File: config.mk
export PLATFORM = sky130hd
export DESIGN_NAME = flag_irq_timer_pins
export DESIGN_NICKNAME = d
export VERILOG_FILES = /design/src/verilog/pin_pkg.sv /design/src/verilog/sync_if.sv /design/src/verilog/input_sync.sv /design/src/verilog/flag_irq_timer_pins.sv
export SDC_FILE = /design/constraint.sdc
export NUM_CORES = 1
export LEC_CHECK = 0
export BUFFER_PORTS_ARGS = -buffer_cell sky130_fd_sc_hd__buf_2
export CAP_MARGIN = 15
export CORE_MARGIN = 2
export CORE_UTILIZATION = 56
export DETAILED_ROUTE_END_ITERATION = 16
export PLACE_DENSITY = 0.94
export SKIP_LAST_GASP = 1
export SLEW_MARGIN = 10
export SYNTH_ARGS = -nofsm -noshare
export SYNTH_HDL_FRONTEND = slang
export SYNTH_SLANG_ARGS = --single-unit
File: constraint.sdc
create_clock -name clk -period 3.1 [get_ports clk]
set_clock_uncertainty 0.2 [all_clocks]
set_input_delay 0 -clock clk [delete_from_list [all_inputs] [get_ports clk]]
set_output_delay 0 -clock clk [all_outputs]
set_load 0.05 [all_outputs]
File: src/verilog/pin_pkg.sv
/*
 * shared constants and types for the flag, interrupt request and timer pin block.
 * assumes a single 250 MHz clock and a synchronous active-low reset.
 */
package pin_pkg;
    localparam int          NUM_FLAGS      = 4;
    localparam int          NUM_IRQS       = 4;
    localparam int          CLK_MHZ        = 250;
    // pulse length of the timer expired output, in system clock cycles
    localparam logic [2:0]  TIMER_PULSE_CYC = 3'h4;
    localparam logic [2:0]  PULSE_CNT_ZERO  = 3'h0;
    localparam logic [2:0]  PULSE_CNT_ONE   = 3'h1;

    // avalon register offsets (byte addresses, one word each)
    localparam logic [4:0]  OFS_FLAG_DIR   = 5'h00;
    localparam logic [4:0]  OFS_FLAG_OUT   = 5'h04;
    localparam logic [4:0]  OFS_FLAG_IN    = 5'h08;
    localparam logic [4:0]  OFS_IRQ_CTRL   = 5'h0c;
    localparam logic [4:0]  OFS_IRQ_STATUS = 5'h10;
    localparam logic [4:0]  OFS_IRQ_MASK   = 5'h14;
    localparam logic [4:0]  OFS_STRAP      = 5'h18;

    // field positions in the interrupt control word
    localparam int          IRQ_ENABLE_LSB = 0;
    localparam int          IRQ_EDGE_LSB   = 4;

    localparam logic [3:0]  FLAG_DIR_RESET = 4'h0;
    localparam logic [31:0] UNMAPPED_READ  = 32'h00000000;

    typedef enum logic [1:0] {
        BUS_IDLE   = 2'b00,
        BUS_ANSWER = 2'b01
    } bus_state_t;
endpackage

File: src/verilog/sync_if.sv
/*
 * interface carrying raw pins into the synchroniser and clean levels back.
 * assumes both ends run on the same clock.
 */
`timescale 1ns/10ps
interface sync_if;
    logic [7:0] raw_in;
    logic [7:0] sync_out;
    modport source (output raw_in, input sync_out);
    modport sink   (input raw_in, output sync_out);
endinterface

File: src/verilog/input_sync.sv
/*
 * two-stage synchroniser for the asynchronous flag and interrupt pins.
 * assumes one clock; the first stage feeds only the second.
 */
`timescale 1ns/10ps
module input_sync
(
    input  wire logic clk,
    input  wire logic reset_n,
    sync_if.sink      port_s
);
    typedef struct packed {
        logic [7:0] meta;
        logic [7:0] stable;
    } sync_state_t;

    sync_state_t state_reg;
    sync_state_t state_next;

    always_comb
    begin
        state_next        = state_reg;
        state_next.meta   = port_s.raw_in;
        state_next.stable = state_reg.meta;
        if (!reset_n)
        begin
            state_next = '0;
        end
    end

    always_ff @(posedge clk)
    begin
        state_reg <= state_next;
    end

    assign port_s.sync_out = state_reg.stable;
endmodule

File: src/verilog/flag_irq_timer_pins.sv
/*
 * flag pins, external interrupt requests and timer zero expired pulse, with an avalon register slave.
 * register words (low bits used, the rest read as zero):
 *   flag direction, one bit per pin, 1 = output
 *   flag output values
 *   flag input levels after synchronisation, read only
 *   interrupt control, enable bits in the low nibble, edge select bits in the next
 *   interrupt status, write one to clear: request lines, then timer expiry
 *   interrupt mask, same layout as status
 *   strap word, read only: timer pin strap, then interrupt boot strap
 * bus timing: a request is taken while idle and answered one cycle later with waitrequest low;
 * a write lands at that answering edge, never earlier.
 * the timer pin stays undriven through reset and one cycle after it, so the strap can be read.
 * assumes pins are asynchronous to clk, core acknowledges edge interrupts per line,
 * and the board holds the strap level on the timer pin while it is undriven, through reset and one cycle after.
// How it works
// - each flag pin level, synchronised, goes to the sequencer as a condition.
// - every flag pin has its own direction bit, input or output.
// - reset makes all flags inputs with drivers off.
// - an enabled, asserted interrupt request raises the core interrupt.
// - each request line chooses edge or level detection.
// - requests are disabled after reset unless the boot strap selects interrupt boot.
// - each timer zero expiry drives a four-cycle output pulse.
// - the timer pin is sampled as a strap during reset; board holds it.
 */
// The Avalon-MM register port and the register offsets were chosen for this implementation.
`timescale 1ns/10ps
module flag_irq_timer_pins
(
    input  wire logic        clk,
    input  wire logic        reset_n,
    input  wire logic [3:0]  program_flag_pins_in,
    output logic      [3:0]  program_flag_pins_out,
    output logic      [3:0]  program_flag_pins_oe_n,
    input  wire logic [3:0]  interrupt_request_inputs_n,
    input  wire logic        timer_zero_expired_in,
    output logic             timer_zero_expired_output,
    output logic             timer_zero_expired_oe_n,
    input  wire logic        irq_boot_strap,
    input  wire logic        timer_zero_expire,
    input  wire logic [3:0]  irq_ack,
    output logic      [3:0]  flag_condition,
    output logic      [3:0]  core_irq_request,
    output logic             core_irq,
    output logic             strap_timer_pin,
    output logic             irq,
    input  wire logic [4:0]  avs_address,
    input  wire logic        avs_read,
    input  wire logic        avs_write,
    input  wire logic [31:0] avs_writedata,
    output logic      [31:0] avs_readdata,
    output logic             avs_waitrequest
);
    typedef struct packed {
        logic [3:0]           flag_dir;
        logic [3:0]           flag_out;
        logic [3:0]           irq_enable;
        logic [3:0]           irq_edge;
        logic [3:0]           irq_prev;
        logic [3:0]           irq_pending;
        logic [3:0]           request;
        logic                 core_irq;
        logic [3:0]           flag_cond;
        logic [2:0]           pulse_cnt;
        logic                 pulse_out;
        logic                 strap_val;
        logic                 strap_boot;
        logic                 in_reset;
        logic [4:0]           status;
        logic [4:0]           mask;
        logic                 irq;
        pin_pkg::bus_state_t  bus_state;
        logic [31:0]          rdata;
        logic [3:0]           flag_oe_n;
        logic                 waitreq;
    } pin_state_t;

    pin_state_t state_reg;
    pin_state_t state_next;
    sync_if     sync_port ();

    assign sync_port.raw_in = {~interrupt_request_inputs_n, program_flag_pins_in};

    input_sync sync_inst
    (
        .clk     (clk),
        .reset_n (reset_n),
        .port_s  (sync_port.sink)
    );

    // unmapped offsets answer zero rather than an error, so a stray read never stalls the bus
    function automatic logic [31:0] read_mux(input pin_state_t s, input logic [4:0] addr);
        logic [31:0] d;
        d = pin_pkg::UNMAPPED_READ;
        case (addr)
            pin_pkg::OFS_FLAG_DIR:
            begin
                d[3:0] = s.flag_dir;
            end
            pin_pkg::OFS_FLAG_OUT:
            begin
                d[3:0] = s.flag_out;
            end
            pin_pkg::OFS_FLAG_IN:
            begin
                d[3:0] = s.flag_cond;
            end
            pin_pkg::OFS_IRQ_CTRL:
            begin
                d[7:0] = {s.irq_edge, s.irq_enable};
            end
            pin_pkg::OFS_IRQ_STATUS:
            begin
                d[4:0] = s.status;
            end
            pin_pkg::OFS_IRQ_MASK:
            begin
                d[4:0] = s.mask;
            end
            pin_pkg::OFS_STRAP:
            begin
                d[1:0] = {s.strap_boot, s.strap_val};
            end
            default:
            begin
                d = pin_pkg::UNMAPPED_READ;
            end
        endcase
        return d;
    endfunction

    // a new expiry restarts the full count, otherwise count down and rest at zero
    function automatic logic [2:0] pulse_step(input logic [2:0] cnt, input logic start);
        logic [2:0] n;
        n = cnt;
        if (start)
        begin
            n = pin_pkg::TIMER_PULSE_CYC;
        end
        else if (cnt != pin_pkg::PULSE_CNT_ZERO)
        begin
            n = cnt - pin_pkg::PULSE_CNT_ONE;
        end
        return n;
    endfunction

    // register writes; read-only and unmapped offsets leave the state alone
    function automatic pin_state_t apply_write(input pin_state_t  s,
                                               input logic [4:0]  addr,
                                               input logic [31:0] data);
        pin_state_t n;
        n = s;
        case (addr)
            pin_pkg::OFS_FLAG_DIR:
            begin
                n.flag_dir = data[3:0];
            end
            pin_pkg::OFS_FLAG_OUT:
            begin
                n.flag_out = data[3:0];
            end
            pin_pkg::OFS_IRQ_CTRL:
            begin
                n.irq_enable = data[pin_pkg::IRQ_ENABLE_LSB +: 4];
                n.irq_edge   = data[pin_pkg::IRQ_EDGE_LSB +: 4];
            end
            pin_pkg::OFS_IRQ_STATUS:
            begin
                n.status = s.status & ~data[4:0];
            end
            pin_pkg::OFS_IRQ_MASK:
            begin
                n.mask = data[4:0];
            end
            default:
            begin
                n = s;
            end
        endcase
        return n;
    endfunction

    always_comb
    begin
        logic [3:0] sync_irq;
        logic [3:0] rise;
        logic [4:0] events;
        logic       wr_hit;
        logic       pulse_start;
        sync_irq    = sync_port.sync_out[7:4];
        rise        = '0;
        events      = '0;
        wr_hit      = 1'b0;
        pulse_start = 1'b0;
        state_next  = state_reg;

        // flags feed the sequencer whatever their direction, so a driven output can be tested too
        state_next.flag_cond = sync_port.sync_out[3:0];
        state_next.irq_prev  = sync_irq;
        rise = sync_irq & ~state_reg.irq_prev;

        // an edge in the ack cycle wins over the ack; a disabled line drops what it held
        for (int i = 0; i < pin_pkg::NUM_IRQS; i++)
        begin
            if (state_reg.irq_enable[i] && state_reg.irq_edge[i])
            begin
                state_next.irq_pending[i] = (state_reg.irq_pending[i] & ~irq_ack[i]) | rise[i];
                state_next.request[i]     = state_next.irq_pending[i];
            end
            else if (state_reg.irq_enable[i])
            begin
                state_next.irq_pending[i] = 1'b0;
                state_next.request[i]     = sync_irq[i];
            end
            else
            begin
                state_next.irq_pending[i] = 1'b0;
                state_next.request[i]     = 1'b0;
            end
        end
        state_next.core_irq = |state_next.request;

        // pulse held for the full count; an expiry mid-pulse restarts it
        pulse_start          = timer_zero_expire;
        state_next.pulse_cnt = pulse_step(state_reg.pulse_cnt, pulse_start);
        state_next.pulse_out = pulse_start |
            (state_reg.pulse_cnt > pin_pkg::PULSE_CNT_ONE);

        // first cycle out of reset: strap latched, boot option applied
        state_next.in_reset = 1'b0;
        if (state_reg.in_reset)
        begin
            state_next.strap_val  = timer_zero_expired_in;
            state_next.strap_boot = irq_boot_strap;
            state_next.irq_enable = {pin_pkg::NUM_IRQS{irq_boot_strap}};
        end

        // status records enabled line edges in either mode, plus every timer expiry
        events = {pulse_start, rise & state_reg.irq_enable};

        state_next.bus_state = pin_pkg::BUS_IDLE;
        case (state_reg.bus_state)
            pin_pkg::BUS_IDLE:
            begin
                if (avs_read || avs_write)
                begin
                    state_next.bus_state = pin_pkg::BUS_ANSWER;
                    // read data are captured here and stand through the answering cycle
                    state_next.rdata     = read_mux(state_reg, avs_address);
                end
            end
            pin_pkg::BUS_ANSWER:
            begin
                // the master still holds its request here; this edge completes it
                state_next.bus_state = pin_pkg::BUS_IDLE;
                wr_hit               = avs_write;
            end
            default:
            begin
                state_next.bus_state = pin_pkg::BUS_IDLE;
            end
        endcase

        state_next.status = state_reg.status;
        if (wr_hit)
        begin
            state_next = apply_write(state_next, avs_address, avs_writedata);
        end
        state_next.status = state_next.status | events;
        state_next.irq    = |(state_next.status & state_next.mask);

        if (!reset_n)
        begin
            state_next            = '0;
            state_next.flag_dir   = pin_pkg::FLAG_DIR_RESET;
            state_next.irq_enable = '0;
            state_next.in_reset   = 1'b1;
            state_next.bus_state  = pin_pkg::BUS_IDLE;
        end

        // registered copies, so the pin enables and waitrequest leave straight from flip-flops
        state_next.flag_oe_n = ~state_next.flag_dir;
        state_next.waitreq   = (state_next.bus_state != pin_pkg::BUS_ANSWER);
    end

    // synchronous reset only: state_next already carries the reset values
    always_ff @(posedge clk)
    begin
        state_reg <= state_next;
    end

    assign program_flag_pins_out      = state_reg.flag_out;
    assign program_flag_pins_oe_n     = state_reg.flag_oe_n;
    assign timer_zero_expired_output  = state_reg.pulse_out;
    assign timer_zero_expired_oe_n    = state_reg.in_reset;
    assign flag_condition             = state_reg.flag_cond;
    assign core_irq_request           = state_reg.request;
    assign core_irq                   = state_reg.core_irq;
    assign strap_timer_pin            = state_reg.strap_val;
    assign irq                        = state_reg.irq;
    assign avs_readdata               = state_reg.rdata;
    assign avs_waitrequest            = state_reg.waitreq;
endmodule

# --- Yosys cells after proc, flatten, opt, wreduce, memory -nomap -nowiden ---
# Cells that the tools add are included.
totals:
  output_inout_bits: 54
  reg_bits: 106
  in_bits: 56
classes:
  add_sub_neg: 1
  n_reduce_logical: 12
  n_mux: 31
  n_eq_ne: 8
  n_lt_le_gt_ge: 1
  bitwise_logic: 22
ops:
  columns: ["op", "count"]
  rows:
  - ["$mux 90", 2]
  - ["$mux 33", 1]
  - ["$mux 32", 1]
  - ["$eq 5x5->1 const B", 3]
  - ["$pmux 2 s7", 1]
  - ["$mux 1", 13]
  - ["$mux 4", 3]
  - ["$not 4->4", 3]
  - ["$pmux 2 s6", 1]
  - ["$and 5x5->5", 2]
  - ["$eq 5x4->1 const B", 2]
  - ["$mux 5", 2]
  - ["$mux 3", 3]
  - ["$and 4x4->4", 2]
  - ["$mux 8", 1]
  - ["$eq 5x3->1 const B", 1]
  - ["$logic_not 5->1", 1]
  - ["$not 5->5", 1]
  - ["$or 1x1->1", 5]
  - ["$or 5x5->5", 1]
  - ["$reduce_or 5->1", 1]
  - ["$and 1x1->1", 4]
  - ["$logic_and 1x1->1", 4]
  - ["$mux 2", 2]
  - ["11 further kinds", 15]

# --- Longest topological paths before layout ---
depth:
  ltp_word: 11
  depth_mapped: 7
  mapped_depth_nobuf: 5

# --- By module ---
# A second synthesis with hierarchy kept.
hier_totals:
  cells_unflattened: 466
  hier_area_um2: 4385.5
modules_own_cells:
  columns: ["mod", "cells_each", "area_per_inst_um2", "instances", "seq_area_each_um2"]
  rows:
  - ["flag_irq_timer_pins", 425, 3878.7, 1, 1781.7]
  - ["input_sync", 41, 506.7, 1, 320.3]

# --- Worst setup path after synthesis ---
# No wires, ideal clock.
synth_path:
  path_kind: "reg-to-reg"
  from: "reg state_reg[37] (netlist name)"
  to: "reg state_reg, in the netlist irq"
  setup_slack_ns: 1.459
  arrival_ns: 1.322
  stages_incl_launch_ff: 7
  required_time_ns: 2.780
  period_less_slack_ns: 1.641
  cell_sequence: "dfxtp_1 -> and3b_1 -> clkbuf_1 -> nand3_1 -> a2bb2oi_1 -> o22ai_1 -> o31a_1"
synth_via:
  elab_chain_cells: 6
synth_lines:
  columns: ["element", "line_no", "source"]
  rows:
  - ["from (decl)", "flag_irq_timer_pins.sv:78", "pin_state_t state_reg;"]
  - ["from (signal assigned)", "flag_irq_timer_pins.sv:289", "state_reg <= state_next;"]
  - ["$eq 2x1->1 (*)", "flag_irq_timer_pins.sv:242", "case (state_reg.bus_state)"]
  - ["$mux 1 (*)", "flag_irq_timer_pins.sv:242", null]
  - ["$mux 90 (*)", "flag_irq_timer_pins.sv:265", "if (wr_hit)"]
  - ["$or 5x5->5", "flag_irq_timer_pins.sv:269", "state_next.status = state_next.status | events;"]
  - ["$and 5x5->5 (*)", "flag_irq_timer_pins.sv:270", "state_next.irq = |(state_next.status & state_next.mask);"]
  - ["$reduce_or 5->1 (*)", "flag_irq_timer_pins.sv:270", null]
# Mark *: on every way between the ends. The rest lies on a longest branch, timed or not.
# A chain may end at the register's enable or synchronous reset.

# --- Worst setup path in the final report ---
layout_path:
  from: "in avs_address[4]"
  to: "reg state_reg, in the netlist irq"
layout_via:
  elab_chain_cells: 6
layout_lines:
  columns: ["element", "line_no", "source"]
  rows:
  - ["from (decl)", "flag_irq_timer_pins.sv:47", "input wire logic [4:0] avs_address,"]
  - ["$eq 5x5->1", "flag_irq_timer_pins.sv:153", "case (addr)"]
  - ["$mux 5", "flag_irq_timer_pins.sv:153", null]
  - ["$mux 90 (*)", "flag_irq_timer_pins.sv:265", null]
  - ["$or 5x5->5", "flag_irq_timer_pins.sv:269", null]
  - ["$and 5x5->5 (*)", "flag_irq_timer_pins.sv:270", null]
  - ["$reduce_or 5->1 (*)", "flag_irq_timer_pins.sv:270", null]
# Marks and branches as above.

==> results.md <==
- Status: finished clean
- Cell count after synthesis: 423
- IO Port Bufs: 85
- Vias in the first global route: 2,957
- Yosys Warn Count: 0
- Routed WL: 9270 um
- DIE HEIGHT: 89.6 um
- Met2 routed WL: 4600 um
- FP Rows: 31
- Clock Path Buffers: 2
- WS Path Type: primary input to flop
- Finished Core Util: 65.9%
- Period utilization: 84.4%
- Synth cell types: 42
- H-tree levels: 3
- Delay-heaviest family, CP: buffers and inverters
- Die width: 89.6 um
- TritonCTS clock tree: built
- Sw Pwr: 655 uW
- Final Max Slew Viols: 0
- Setup crit start kind: primary input
- Global-route wire length before repair: 14,600 um
- Final setup violation count: 0
- Area taken by multi-input logic gates: 1500 um^2
- CTS resizes: 0
- Register share of total power: 55.6%
- WL met3: 590 um
- Hpwl dp: 6030 um
- Yosys reg bits: 105
- Largest net degree at the start of global routing: 55
- Sequential cell area fraction in the yosys report: 51.2%
- Clock tree root driver cell: clkbuf_8
- CP Capture Type: flop
- DRT met1 WL: 3800 um
- DR iter-0 viols: 233
- Synth top area cells: dfxtp_1, buf_4, mux2i_1
- Routed Antenna Nets: 0
- Synthesized area: 4110 um^2
- DRT Pass-1 Iters: 4
- Pleak: 0.00209 uW
- RSZ-0062 raised after global routing: no
- Final count of hold timing violations: 0
- Rel. slew slack: 41.0%
- Initial antenna violation count: 0
- Clock transition at path regs: 0.10 ns
- FF/Latch Area: 2100 um^2
- Starting Density: 57.2%
- Crit-path max FO: 11
- Worst Hold Class: primary input to flop
- Postcts setup bufs: 0
- Slowest cell on crit path: dlygate4sd3_1
- Maxcap violations: 0
- PwrDens: 531 nW/um^2
- Drc violations: 0
- Vias/cell: 5.28
- Worst-path cell chain: dlygate4sd3_1, buf_2, nor4b_4, dlygate4sd3_1, nand3_1, a2bb2oi_1, o22ai_1, o31a_1
- Worst-Skew Late Latency: 0.38 ns
- Fillers: 531
- Die Area: 8040 um^2
- EDFF count, synth: 0
- Minimum clock period: 2.62 ns
- Slew of the pin with the lowest slew margin: 0.884 ns
- Worst EP arrival: 2.69 ns
- Top sig layer: met4
- Int Pwr: 1860 uW
- Synth Net Count: 482
- TritonCTS buffer count: 9
- Synth top area share: 51.2%
- Leading area contributor after synthesis: dfxtp_1
- Post-Route Setup TNS: 0 ns
- WP data required: 3.17 ns
- Fraction of layout cells with a size suffix above 1: 22.8%
- Area added between synthesis and finish: 15.1%
- Ys async rst share: 0%
- ANT cells: 0
- CTS sink cnt: 105
- WL per Instance: 15.8 um
- Core Region: 7180 um^2
- Placer Congestion: 0.886
- Synth Area per Inst: 9.71 um^2
- Sw frac: 26.1%
- Clock share of power: 36.3%
- Crit path top cell by count: dlygate4sd3_1
- Crit-path max cell delay: 0.74 ns
- GRT Util Overall: 24.4%
- Maximum vdd drop: 0.393 mV
- F_max: 382 MHz
- Main synth FF type: dfxtp_1
- Remaining Overflow, GRT: 0
- CP Buf/Inv Count: 3
- Top Ports: 110
- Layout Nets: 541
- Via count: 3,095
- Combinational Power Share: 8.1%
==> power by group through the flow <==
stage	sequential [uW]	combinational (uW)	clock [uW]
after global placement	1420	164	0
after detailed placement	1420	171	0
final	1400	203	913
after floorplan	1430	106	0
after CTS	1390	201	913
after global routing	1400	221	974
==> metal layers <==
layer / up-vias / GRT usage [%]
met2: 132 / 40.0
met4: 0 / 12.9
met1: 1458 / 30.2
li1: 1480 / -
met5: - / 0
met3: 25 / 5.03
==> logic make-up (layout without fill, tap and decap cells) <==
kind of cell | Yosys count | in the layout | share of synthesized area [%]
muxes | 28 | 28 | 7.92
and+or+nand+nor | 162 | 162 | 20.6
xor gates and xnor gates | 1 | 1 | 0.213
adders and majority gates | 3 | 3 | 0.914
AOI/OAI and AO/OA | 42 | 42 | 6.76
DFF | 105 | 105 | 51.2
buffers and inverters | 82 | 146 | 12.4
==> worst reg2reg max path, cell delays in order, from the launching register on <==
cell     delay (ns)
dfxtp_1        0.42
and3b_1        0.33
nor2b_1        0.50
mux2i_1        0.31
nor2_1         0.08
==> what timing repair did <==
item                                   CTS  global route
hold buffers                            30             0
setup endpoints to repair                0             0
endpoints found under the hold margin   58             0
==> per-stage QoR <==
stage               power (uW)  instances  area [um^2]  hold WS, ns  setup slack (ns)
finish                    2510        586         4730       0.0212             0.484
global route              2590        586         4730       0.0572             0.326
CTS                       2510        586         4730       0.0120             0.563
detailed placement        1600        540         4210      -0.0456              1.02
global placement          1590        540         4210      -0.0480              1.03
floorplan                 1540        423         4110       -0.133              1.46
==> cells in the final DEF, fill, tap and decap left out, types with 4 or more instances in the layout <==
cell type and n:
nor2b_1 5, o21ai_0 9, a2bb2oi_1 4, and3_1 27, nand2b_1 14, nor3_1 6, and2_1 20, nand3_1 13
dlygate4sd3_1 30, clkbuf_8 9, mux2i_1 22, a2111oi_0 5, nor2_1 45, dfxtp_1 105, buf_2 85, inv_1 12
a21oi_1 12, nand2_1 23
==> cell usage after synthesis, types with 6 or more instances <==
cell,count
dfxtp_1,105
buf_4,49
nor2_1,45
and3_1,27
nand2_1,23
mux2i_1,22
and2_1,20
clkbuf_1,15
nand2b_1,14
nand3_1,13
a21oi_1,12
inv_1,12
o21ai_0,9
nor3_1,6
==> layout make-up <==
type | instances | area share (%)
inverter | 13 | 1.03
clock buffer | 9 | 2.62
clock inverter | 7 | 1.96
tap | 99 | 2.62
sequential | 105 | 44.5
timing repair buffer | 117 | 15.7
multi-input combinational | 236 | 31.6
==> final timing paths <==
kind                                from                            to  slack (ns)  depth (start not counted)
setup / recovery          avs_address[4]                           irq        0.48                          8
hold / removal                 avs_write               avs_waitrequest        0.02                          4
setup reg to reg           state_reg[37]                 state_reg[87]        1.12                          4
hold reg to reg   sync_inst.state_reg[8]  sync_inst.port_s.sync_out[0]        0.24                          1
Power figures use the tool's default switching activity.
